--- src/t1aci_pkg.sv ---
`default_nettype none
package t1aci_pkg;

  // clock and persistence times
  localparam int unsigned CLK_MHZ          = 100;
  localparam int unsigned CYCLES_PER_MS    = CLK_MHZ * 1000;
  localparam int unsigned ONES_PERSIST_MS  = 42;
  localparam int unsigned YEL_PERSIST_MS   = 900;
  localparam int unsigned ONES_CYCLES      = ONES_PERSIST_MS * CYCLES_PER_MS;
  localparam int unsigned YEL_CYCLES       = YEL_PERSIST_MS * CYCLES_PER_MS;
  localparam int unsigned YEL_CLEAR_CYCLES = 0;  // remote alarm clears at once

  // register indices; byte address is four times the index
  localparam logic [13:0] IDX_FRAMING_CFG = 14'h010b;
  localparam logic [13:0] IDX_IRQ_STATUS  = 14'h0b02;
  localparam logic [13:0] IDX_IRQ_ENABLE  = 14'h0b03;
  localparam logic [15:0] ADDR_FRAMING_CFG = {IDX_FRAMING_CFG, 2'b00};
  localparam logic [15:0] ADDR_IRQ_STATUS  = {IDX_IRQ_STATUS, 2'b00};
  localparam logic [15:0] ADDR_IRQ_ENABLE  = {IDX_IRQ_ENABLE, 2'b00};

  // bit positions shared by status and enable
  localparam int unsigned BIT_REMOTE    = 0;
  localparam int unsigned BIT_ALL_ONES  = 1;
  localparam int unsigned BIT_FRAMELOSS = 2;
  localparam int unsigned SRC_W         = 3;
  localparam int unsigned STATE_LSB     = 5;  // live defect states in status 7..5

  // framing config fields
  localparam int unsigned CFG_FIELD_W   = 4;
  localparam int unsigned CFG_WIN_LSB   = 0;
  localparam int unsigned CFG_TOL_LSB   = 4;
  localparam logic [3:0]  RST_WINDOW    = 4'h4;
  localparam logic [3:0]  RST_TOLERANCE = 4'h2;
  localparam logic [2:0]  RST_ENABLE    = 3'h0;
  localparam logic [2:0]  RST_STATUS    = 3'h0;

endpackage
`default_nettype wire

--- src/t1aci_qual_if.sv ---
`timescale 1ns/10ps
`default_nettype none
interface t1aci_qual_if;
  logic condition;  // raw alarm condition from the framer
  logic defect;     // qualified defect state
  modport owner  (output condition, input defect);
  modport filter (input condition, output defect);
endinterface
`default_nettype wire

--- src/t1aci_persist_filter.sv ---
`timescale 1ns/10ps
`default_nettype none
module t1aci_persist_filter #(
  parameter int DECLARE_CYCLES = 1,
  parameter int CLEAR_CYCLES   = 0,
  parameter int CNT_W          = 32
) (
  input  wire logic            mclk,
  input  wire logic            arst_n,
  t1aci_qual_if.filter         q
);
  import t1aci_pkg::*;

  typedef struct packed {
    logic [CNT_W-1:0] count;
    logic             defect;
  } t1aci_flt_state_t;

  t1aci_flt_state_t st;
  t1aci_flt_state_t next_st;

  // count consecutive cycles of the condition (or its absence) before toggling
  always_comb begin
    next_st = st;
    if (!st.defect) begin
      if (q.condition) begin
        if (st.count >= CNT_W'(DECLARE_CYCLES - 1)) begin
          next_st.defect = 1'b1;
          next_st.count  = '0;
        end else begin
          next_st.count = st.count + 1'b1;
        end
      end else begin
        next_st.count = '0;  // persistence must be unbroken
      end
    end else begin
      if (!q.condition) begin
        // zero clear time means the defect drops on the first absent cycle
        if ((CLEAR_CYCLES == 0) || (st.count >= CNT_W'(CLEAR_CYCLES - 1))) begin
          next_st.defect = 1'b0;
          next_st.count  = '0;
        end else begin
          next_st.count = st.count + 1'b1;
        end
      end else begin
        next_st.count = '0;
      end
    end
  end

  always_ff @(posedge mclk or negedge arst_n) begin
    if (!arst_n) begin
      st <= '0;
    end else begin
      st <= next_st;
    end
  end

  assign q.defect = st.defect;

endmodule // t1aci_persist_filter
`default_nettype wire

--- src/t1aci_alarm_change_irq.sv ---
// Functional notes
// RL1: status bit 2 records any change of the frame-loss defect since the last status read.
// RL2: frame loss is declared when the tolerance count of framing-bit errors falls in the window.
// RL3: an enabled frame-loss change interrupt fires both on declare and on clear.
// RL4: status bit 1 records any change of the all-ones alarm since the last status read.
// RL5: an enabled all-ones change interrupt fires both on declare and on clear.
// RL6: status bit 0 records any change of the remote alarm since the last status read.
// RL7: an enabled remote alarm change interrupt fires both on declare and on clear.
// RL8: each change bit clears when software reads the status register.
// RL9: a change reaches the interrupt output only while its enable bit is set.
// RL10: enable bits 7..5 are reserved and read as zero.
// RL11: software writes zero to enable bit 4; the block ignores it and reads it as zero.
// RL12: enable bit 1 gates the all-ones change interrupt.
// RL13: enable bit 0 gates the remote alarm change interrupt.
// RL14: the all-ones defect is declared and cleared after 42 ms of steady condition.
// RL15: the remote alarm is declared after 900 ms and cleared at once when absent.
// RL16: a change is seen by comparing each defect with its value one cycle earlier.
// RL17: a change that coincides with a status read keeps its bit set.
//
// The APB interface to the registers is this design's own decision.
`timescale 1ns/10ps
`default_nettype none
module t1aci_alarm_change_irq #(
  parameter int ONES_DECLARE = t1aci_pkg::ONES_CYCLES,
  parameter int YEL_DECLARE  = t1aci_pkg::YEL_CYCLES
) (
  input  wire logic        mclk,
  input  wire logic        arst_n,
  input  wire logic        psel,
  input  wire logic        penable,
  input  wire logic        pwrite,
  input  wire logic [15:0] paddr,
  input  wire logic [31:0] pwdata,
  output logic      [31:0] prdata,
  output logic             pready,
  output logic             pslverr,
  input  wire logic        framingBitTick,
  input  wire logic        framingBitError,
  input  wire logic        allOnesCondition,
  input  wire logic        remoteAlarmCondition,
  output logic             irq
);
  import t1aci_pkg::*;

  typedef struct packed {
    logic [7:0]             rdData;
    logic                   slvErr;
    logic [SRC_W-1:0]       readMask;
    logic [CFG_FIELD_W-1:0] tolerance;
    logic [CFG_FIELD_W-1:0] window;
    logic [CFG_FIELD_W-1:0] fbCount;
    logic [CFG_FIELD_W-1:0] errCount;
    logic                   frameLoss;
    logic [SRC_W-1:0]       prevDefect;
    logic [SRC_W-1:0]       status;
    logic [SRC_W-1:0]       enable;
  } t1aci_state_t;

  t1aci_state_t           st;
  t1aci_state_t           next_st;
  logic                   setupPh;
  logic                   accessPh;
  logic [SRC_W-1:0]       defects;
  logic [SRC_W-1:0]       changeEv;
  logic [SRC_W-1:0]       clearMask;
  logic                   addrHit;
  logic [CFG_FIELD_W-1:0] fbNext;
  logic [CFG_FIELD_W-1:0] errNext;

  t1aci_qual_if onesQ ();
  t1aci_qual_if yelQ ();

  // persistence filters for the all-ones and remote alarm conditions
  assign onesQ.condition = allOnesCondition;
  assign yelQ.condition  = remoteAlarmCondition;

  t1aci_persist_filter #(
    .DECLARE_CYCLES (ONES_DECLARE),
    .CLEAR_CYCLES   (ONES_DECLARE),
    .CNT_W          (32)
  ) u_ones_filter (
    .mclk   (mclk),
    .arst_n (arst_n),
    .q      (onesQ.filter)
  ); // [RL14]

  t1aci_persist_filter #(
    .DECLARE_CYCLES (YEL_DECLARE),
    .CLEAR_CYCLES   (YEL_CLEAR_CYCLES),
    .CNT_W          (32)
  ) u_yel_filter (
    .mclk   (mclk),
    .arst_n (arst_n),
    .q      (yelQ.filter)
  ); // [RL15]

  // apb phases; access always completes in one cycle
  assign setupPh  = psel & ~penable;
  assign accessPh = psel & penable;
  assign addrHit  = (paddr == ADDR_FRAMING_CFG) | (paddr == ADDR_IRQ_STATUS) |
                    (paddr == ADDR_IRQ_ENABLE);

  // live defect vector and its edges against last cycle
  assign defects = {st.frameLoss, onesQ.defect, yelQ.defect};
  assign changeEv = defects ^ st.prevDefect; // [RL16]

  assign fbNext  = st.fbCount + 1'b1;
  assign errNext = st.errCount + {{(CFG_FIELD_W-1){1'b0}}, framingBitError};

  always_comb begin
    next_st            = st;
    clearMask          = '0;
    next_st.prevDefect = defects; // [RL16]

    // framing-bit error counting over a block window
    if (framingBitTick) begin
      next_st.fbCount  = fbNext;
      next_st.errCount = errNext;
      if (!st.frameLoss && (st.tolerance != '0) && (errNext >= st.tolerance)) begin
        next_st.frameLoss = 1'b1; // [RL2]
        next_st.fbCount   = '0;
        next_st.errCount  = '0;
      end else if (fbNext >= st.window) begin
        // recovery needs one clean window; keeps frame loss from chattering
        if (st.frameLoss && (errNext == '0)) begin
          next_st.frameLoss = 1'b0;
        end
        next_st.fbCount  = '0;
        next_st.errCount = '0;
      end
    end

    // setup phase: capture read data so prdata comes from a flop
    if (setupPh) begin
      next_st.slvErr   = ~addrHit;
      next_st.readMask = '0;
      next_st.rdData   = 8'h00;
      if (!pwrite) begin
        unique case (paddr)
          ADDR_FRAMING_CFG: begin
            next_st.rdData = {st.tolerance, st.window};
          end
          ADDR_IRQ_STATUS: begin
            next_st.rdData   = {defects, 2'b00, st.status};
            next_st.readMask = st.status; // only bits shown are cleared
          end
          ADDR_IRQ_ENABLE: begin
            next_st.rdData = {5'b00000, st.enable}; // [RL10] [RL11]
          end
          default: begin
            next_st.rdData = 8'h00;
          end
        endcase
      end
    end

    // access phase: writes take effect, reads clear the reported bits
    if (accessPh) begin
      if (pwrite) begin
        unique case (paddr)
          ADDR_FRAMING_CFG: begin
            next_st.window    = pwdata[CFG_WIN_LSB +: CFG_FIELD_W];
            next_st.tolerance = pwdata[CFG_TOL_LSB +: CFG_FIELD_W];
          end
          ADDR_IRQ_STATUS: begin
            clearMask = pwdata[SRC_W-1:0];  // write one to clear
          end
          ADDR_IRQ_ENABLE: begin
            next_st.enable = pwdata[SRC_W-1:0]; // bit 3 and up dropped [RL11]
          end
          default: begin
            clearMask = '0;
          end
        endcase
      end else if (paddr == ADDR_IRQ_STATUS) begin
        clearMask = st.readMask; // [RL8]
      end
      next_st.readMask = '0;
    end

    // set wins over clear so a coincident event survives
    next_st.status = (st.status & ~clearMask) | changeEv; // [RL1] [RL4] [RL6] [RL17]
  end

  always_ff @(posedge mclk or negedge arst_n) begin
    if (!arst_n) begin
      st            <= '0;
      st.tolerance  <= RST_TOLERANCE;
      st.window     <= RST_WINDOW;
      st.enable     <= RST_ENABLE;
      st.status     <= RST_STATUS;
    end else begin
      st <= next_st;
    end
  end

  // bus outputs; slave error only for unmapped addresses
  assign prdata  = {24'h00_0000, st.rdData};
  assign pready  = accessPh;
  assign pslverr = accessPh & st.slvErr;

  // one level interrupt from enabled sticky bits
  assign irq = |(st.status & st.enable); // [RL3] [RL5] [RL7] [RL9] [RL12] [RL13]
endmodule // t1aci_alarm_change_irq
`default_nettype wire

--- config.mk ---
export PLATFORM = sky130hd
export DESIGN_NAME = t1aci_alarm_change_irq
export DESIGN_NICKNAME = d
export VERILOG_FILES = /design/src/t1aci_pkg.sv /design/src/t1aci_qual_if.sv /design/src/t1aci_persist_filter.sv /design/src/t1aci_alarm_change_irq.sv
export SDC_FILE = /design/constraint.sdc
export NUM_CORES = 1
export LEC_CHECK = 0
export ABC_AREA = 1
export BUFFER_PORTS_ARGS = -buffer_cell sky130_fd_sc_hd__clkbuf_2
export CORE_ASPECT_RATIO = 0.8
export CORE_MARGIN = 2
export CORE_UTILIZATION = 35
export CTS_CLUSTER_DIAMETER = 200
export DETAILED_ROUTE_END_ITERATION = 8
export SLEW_MARGIN = 20
export SYNTH_ARGS = -nofsm -noshare
export SYNTH_HDL_FRONTEND = slang
export SYNTH_HIERARCHICAL = 1
export SYNTH_SLANG_ARGS = --single-unit
--- constraint.sdc ---
create_clock -name mclk -period 3.7 [get_ports mclk]
set_input_delay 0.37 -clock mclk [delete_from_list [all_inputs] [get_ports mclk]]
set_output_delay 0.37 -clock mclk [all_outputs]
set_load 0.005 [all_outputs]
==> impl_metrics.json, run 1 <==
{
  "run_status": "finished clean",
  "cts-buffers-inserted": 9,
  "synth.cell_area_sq_um": 6020,
  "finalWeightedCongestion": 0.819,
  "totalNegativeSetupSlack_ns": 0,
  "peakVddDrop_v": 0.000268,
  "route.vias.total": 4679,
  "final_common_cell": "sky130_fd_sc_hd__nand2_1",
  "placement.io_buffers": 43,
  "cts_resized": 0,
  "timing.max_slew.rel_slack_pct": 54.0,
  "finalNetCount": 899,
  "clkSlewWorstSetupHoldPaths_ns": 0.08,
  "initial_utilization_pct": 36.1,
  "max_freq_mhz": 498,
  "postLayoutCoreUtil_pct": 40.0,
  "drcViolationCount": 0,
  "post_route_clock_period_utilization_pct": 54.3,
  "transition_time_at_the_pin_with_the_least_slew_margin_ns": 0.690,
  "clock_sink_count": 104,
  "h-tree-depth": 3,
  "report.final.setup_viol": 0,
  "drive_gt1_share_pct": 14.2,
  "fin_skew_ns": 0.0122,
  "clock_path_buffers": 2,
  "ys_warn_count": 6,
  "finalCriticalPeriod_ns": 2.01,
  "clock_tree_from_tritoncts": "yes",
  "critical_path_peak_fanout": 9,
  "setup.worst_path.class": "reg -> reg",
  "num_ports": 92,
  "wp_data_required_ns": 3.95,
  "coreArea_sq_um": 16700,
  "r2r.worst_path.cells": 12,
  "post-dp-hpwl_microns": 9310,
  "finalHoldViolCount": 0,
  "width_of_the_die_microns": 151,
  "rows": 42,
  "postCtsHoldBufs": 0,
  "post_drt_via_cell_ratio": 4.43,
  "grt_antenna_before_repair": 0,
  "synthDistinctLibCells": 38,
  "track_usage_pct": 14.5,
  "syn-instance-count": 778,
  "clkLatencyLatePin_ns": 0.35,
  "pin_count_of_the_biggest_net_entering_global_routing": 54,
  "routed_wirelength_microns": 12400,
  "final_antenna_violating_net_count": 0,
  "cap_violations": 0,
  "dr.first_iter.drc_count": 261,
  "die_height_microns": 121,
  "grt_pass1_vias": 4357,
  "global_route.overflow_total": 0,
  "synth-seq-cells": 104,
  "area.growth.synth_to_final_pct": 10.7,
  "power.density_nw_per_um2": 339,
  "post_synth.cell_area_avg_sq_um": 7.73,
  "arrival_ns": 2.26,
  "slew_viol_final": 0,
  "grt_pass1_wl_microns": 21100,
  "drt_pass1_iterations": 5,
  "die_area_sq_um": 18300,
  "most-common-layout-cells": "sky130_fd_sc_hd__nand2_1, sky130_fd_sc_hd__nor2_1, sky130_fd_sc_hd__dfrtp_1",
  "synth.area.top_cells": "sky130_fd_sc_hd__dfrtp_1, sky130_fd_sc_hd__nand2_1, sky130_fd_sc_hd__nor2_1",
  "setup_repair_after_global_routing_missed_its_margin": "no",
  "cts.root.buffer_cell": "sky130_fd_sc_hd__clkbuf_16",
  "start_kind": "flop",
  "timing.hold.worst.class": "in -> async",
  "routed_wire_length_per_instance_microns": 11.7,
  "synth_seq_area_share_pct": 43.3,
  "diode_insertion_count_for_antenna_repair": 0,
  "p_leak_nw": 3.02,
  "crit_path_end_kind": "flop",
  "buffers_inserted_during_post_cts_setup_optimization": 0,
  "synth.largest_area_cell": "sky130_fd_sc_hd__dfrtp_1",
  "yosysTopAreaCellShare_pct": 42.4
}
per-stage QoR:
stage | power, mW | setup slack (ns) | hold slack (ns) | instance area (sq um) | cells
2_1_floorplan | 1.25 | 1.90 | 0.0744 | 6150 | 813
3_3_place_gp | 1.29 | 1.64 | 0.454 | 6350 | 1040
3_5_place_dp | 1.29 | 1.62 | 0.466 | 6350 | 1040
4_1_cts | 2.29 | 1.69 | 0.0915 | 6660 | 1056
5_1_grt | 2.35 | 1.53 | 0.119 | 6660 | 1056
6_report | 2.26 | 1.69 | 0.0620 | 6660 | 1056
cells in the mapped netlist:
| master | n |
|---|---|
| sky130_fd_sc_hd__o21ai_2 | 3 |
| sky130_fd_sc_hd__a21o_1 | 1 |
| sky130_fd_sc_hd__dfrtp_1 | 102 |
| sky130_fd_sc_hd__buf_4 | 32 |
| sky130_fd_sc_hd__nor3_2 | 1 |
| sky130_fd_sc_hd__buf_6 | 5 |
| sky130_fd_sc_hd__o22ai_1 | 3 |
| sky130_fd_sc_hd__or2_0 | 1 |
| sky130_fd_sc_hd__nor3_4 | 1 |
| sky130_fd_sc_hd__and2_0 | 1 |
| sky130_fd_sc_hd__o31ai_1 | 1 |
| sky130_fd_sc_hd__nor2_2 | 17 |
| sky130_fd_sc_hd__conb_1 | 3 |
| sky130_fd_sc_hd__nor2_1 | 121 |
| sky130_fd_sc_hd__nand3_2 | 2 |
| sky130_fd_sc_hd__nand2_1 | 202 |
| sky130_fd_sc_hd__o21bai_1 | 1 |
| sky130_fd_sc_hd__nand2_4 | 1 |
| sky130_fd_sc_hd__inv_2 | 4 |
| sky130_fd_sc_hd__clkbuf_1 | 1 |
| sky130_fd_sc_hd__or2_2 | 1 |
| sky130_fd_sc_hd__a21oi_1 | 6 |
| sky130_fd_sc_hd__dfstp_2 | 2 |
| sky130_fd_sc_hd__inv_1 | 76 |
| sky130_fd_sc_hd__xnor2_1 | 11 |
| sky130_fd_sc_hd__nand3_4 | 2 |
| sky130_fd_sc_hd__nand3b_1 | 1 |
| sky130_fd_sc_hd__nor2_4 | 9 |
| sky130_fd_sc_hd__o21ai_0 | 20 |
| sky130_fd_sc_hd__clkinv_4 | 1 |
| sky130_fd_sc_hd__nand4_1 | 14 |
| sky130_fd_sc_hd__a21oi_4 | 1 |
| sky130_fd_sc_hd__o21ai_1 | 5 |
| sky130_fd_sc_hd__nand2_2 | 14 |
| sky130_fd_sc_hd__nor3_1 | 10 |
| sky130_fd_sc_hd__nand3_1 | 65 |
| sky130_fd_sc_hd__xor2_1 | 26 |
| sky130_fd_sc_hd__ha_1 | 11 |
sequential cells by signal (all words and copies together) (netlist names), named ones only:
signal,cells
prdata,8
defects,1
u_ones_filter/st,32
u_yel_filter/st,32
u_yel_filter/q.defect,1
st,29
worst max-delay path, stage by stage, from the launching register on:
cell                      delay [ns]
sky130_fd_sc_hd__dfrtp_1        0.40
sky130_fd_sc_hd__ha_1           0.23
sky130_fd_sc_hd__ha_1           0.33
sky130_fd_sc_hd__ha_1           0.28
sky130_fd_sc_hd__nand2_1        0.05
sky130_fd_sc_hd__nand2_1        0.05
sky130_fd_sc_hd__nand2_1        0.05
sky130_fd_sc_hd__nand3_1        0.09
sky130_fd_sc_hd__nand2_1        0.08
sky130_fd_sc_hd__nand2_2        0.17
sky130_fd_sc_hd__nand2_1        0.07
sky130_fd_sc_hd__nand2_1        0.06
sky130_fd_sc_hd__nand2_1        0.04
cell type report:
type	count	area, sq um
Tap cell	220	275
Multi-Input combinational cell	590	2930
Inverter	81	309
Clock inverter	5	61.3
Fill cell	1689	10000
Timing Repair Buffer	45	233
Sequential cell	104	2610
Clock buffer	11	243
path summary, 6_finish.rpt:
| check | startpoint | endpoint | slack [ns] |
|---|---|---|---|
| worst min register to register | u_ones_filter/st[1] | u_ones_filter/st[1] | 0.47 |
| worst min-delay path | arst_n | u_ones_filter/st[1] | 0.06 |
| min in group mclk | remoteAlarmCondition | u_yel_filter/q.defect | 0.22 |
| worst max-delay path | st[10] | defects[2] | 1.69 |
| worst max register to register | st[10] | defects[2] | 1.69 |
| max in group asynchronous | arst_n | st[20] | 2.79 |
power by group:
part / leakage, nW / internal (mW) / switching, mW / total (mW)
Sequential: 1.37 / 1.15 / 0.00689 / 1.16
Clock: 0.151 / 0.549 / 0.437 / 0.986
Combinational: 1.50 / 0.0331 / 0.0811 / 0.114
Total: 3.02 / 1.73 / 0.525 / 2.26
metal layers:
layer	vias up	share of wire, %	track usage [%]
met1	2124	53	21.1
met4	0	0.41	3.39
li1	2478	-	-
met2	72	43	21.6
met3	5	3.9	3.53
met5	-	0	0
logic make-up after synthesis:
group                    synth area share (%)
flip-flops                               43.3
XOR/XNOR                                 5.39
AO/OA/AOI/OAI                            3.97
buffers and inverters                    10.1
adder cells (fa/ha/maj)                  2.29
other                                   0.187
AND/OR/NAND/NOR                          34.7
No activity file was read; power rests on OpenSTA's default activity.
==> inputs of run 2 (changes only) <==
==> constraint.sdc (replaced) <==
create_clock -name mclk -period 1.9 [get_ports mclk]
set_input_delay 0.19 -clock mclk [delete_from_list [all_inputs] [get_ports mclk]]
set_output_delay 0.19 -clock mclk [all_outputs]
set_load 0.005 [all_outputs]
==> impl_metrics.json, run 2 (synthesis gave the netlist of run 1 again) <==
{
  "diode_insertion_count_for_antenna_repair": 0,
  "die_height_microns": 121,
  "top_registers": "u_ones_filter/st (32), u_yel_filter/st (32), st (29)",
  "h-tree-depth": 3,
  "final_common_cell": "sky130_fd_sc_hd__nand2_1",
  "routed_wirelength_microns": 12600,
  "power.density_nw_per_um2": 649,
  "critical_path_cell_by_cell": "nand3_2 -> xor2_2 -> ha_1 -> a21oi_2 -> o21ai_1 -> nor2_2 -> nand2_4 -> nand2_1 -> nand2_1 -> nand2_1",
  "timing.hold.worst.class": "in -> reg",
  "crit_path_top_cell_by_count": "sky130_fd_sc_hd__nand2_1",
  "critical_path_peak_fanout": 5,
  "most-common-layout-cells": "sky130_fd_sc_hd__nand2_1, sky130_fd_sc_hd__nor2_1, sky130_fd_sc_hd__dfrtp_1",
  "pin_count_of_the_biggest_net_entering_global_routing": 47,
  "post-dp-hpwl_microns": 9480,
  "finalWeightedCongestion": 0.846,
  "slew_viol_final": 0,
  "route.vias.total": 4785,
  "coreArea_sq_um": 16700,
  "placement.io_buffers": 43,
  "clkSlewWorstSetupHoldPaths_ns": 0.08,
  "fin_skew_ns": 0.00801,
  "setup.worst_path.class": "reg -> reg",
  "p_leak_nw": 3.06,
  "p_total_mw": 4.44,
  "post_drt_via_cell_ratio": 4.49,
  "totalNegativeSetupSlack_ns": 0,
  "peakVddDrop_v": 0.000375,
  "worst_hold_margin_ns": 0.0356,
  "initial_utilization_pct": 36.1,
  "cpMaxStageDelayCell": "sky130_fd_sc_hd__dfrtp_1",
  "drive_gt1_share_pct": 17.0,
  "grt_pass1_vias": 4391,
  "final_antenna_violating_net_count": 0,
  "num_ports": 92,
  "drcViolationCount": 0,
  "place_ws_ns": -0.00419,
  "final.setup.worst_slack_ns": 0.0591,
  "finalInstanceArea_sq_um": 6850,
  "report.final.setup_viol": 0,
  "max_freq_mhz": 543,
  "crit_path_end_kind": "flop",
  "grt_pass1_wl_microns": 21100,
  "post_route_clock_period_utilization_pct": 96.9,
  "routed_wire_length_per_instance_microns": 11.9,
  "cap_violations": 0,
  "clock_path_buffers": 2,
  "start_kind": "flop",
  "global_route.overflow_total": 0,
  "timing.critical_path.slowest_cell_delay_ns": 0.46,
  "drt_pass1_iterations": 5,
  "clkLatencyLatePin_ns": 0.35,
  "cts.root.buffer_cell": "sky130_fd_sc_hd__clkbuf_16",
  "clock_tree_from_tritoncts": "yes",
  "finalCriticalPeriod_ns": 1.84,
  "clock_sink_count": 104,
  "run_status": "finished clean",
  "finalHoldViolCount": 0,
  "cts-buffers-inserted": 9,
  "rows": 42,
  "wp_data_required_ns": 2.20,
  "area.growth.synth_to_final_pct": 13.8,
  "arrival_ns": 2.14,
  "grt_antenna_before_repair": 0,
  "dr.first_iter.drc_count": 202,
  "die_area_sq_um": 18300,
  "post_dp_cell_area_sq_um": 6400,
  "finalNetCount": 908,
  "track_usage_pct": 14.6,
  "width_of_the_die_microns": 151,
  "setup_repair_after_global_routing_missed_its_margin": "yes"
}
[run 2: power by group]
part / switching, mW / total [mW] / internal [mW] / leakage (nW)
registers: 0.0149 / 2.25 / 2.24 / 1.37
logic: 0.162 / 0.242 / 0.0802 / 1.54
clock network: 0.872 / 1.95 / 1.08 / 0.151
total: 1.05 / 4.44 / 3.39 / 3.06
[run 2: final timing paths]
path	start	endpoint	slack, ns	cells past startpoint
worst min register to register	u_ones_filter/st[1]	u_ones_filter/st[1]	0.46	1
max in group asynchronous	arst_n	st[23]	1.04	3
worst max register to register	st[16]	defects[2]	0.06	10
worst min-delay path	remoteAlarmCondition	u_yel_filter/q.defect	0.04	3
min in group asynchronous	arst_n	u_yel_filter/st[6]	0.26	2
worst max-delay path	st[16]	defects[2]	0.06	10
[run 2: cell type report]
cell class              count  area [sq um]
fillers                  1710          9810
multi-input cells         591          3030
flip-flops and latches    104          2610
inverters                  81           309
repair buffers             53           308
well taps                 220           275
clock buffers              10           239
clock inverters             6          75.1
[run 2: timing repair]
item	CTS	global route
endpoints found under the setup margin	1	14
pin swaps	0	6
endpoints found under the hold margin	17	0
hold buffers	1	0
gates cloned	0	1
buffers inserted	0	2
resized for setup	1	23
[run 2: routing by layer]
layer,vias up,global-route usage (%),wire length [microns]
li1,2494,-,-
met1,2194,21.1,6380
met2,91,22.0,5540
met3,6,3.46,621
met4,0,3.33,89
met5,-,0,0
[run 2: metrics by stage]
stage	util, %	cells
2_1_floorplan	-	813
3_3_place_gp	38.4	1045
3_5_place_dp	38.4	1045
4_1_cts	40.4	1062
5_1_grt	41.1	1065
6_report	41.1	1065
[run 2: worst max-delay path: cells and delay by family, from the launching register on]
kind	cells	cell delay [ns]
DFF	1	0.46
adders and majority gates	1	0.32
AOI/OAI and AO/OA	2	0.23
xor gates and xnor gates	1	0.17
and+or+nand+nor	6	0.61
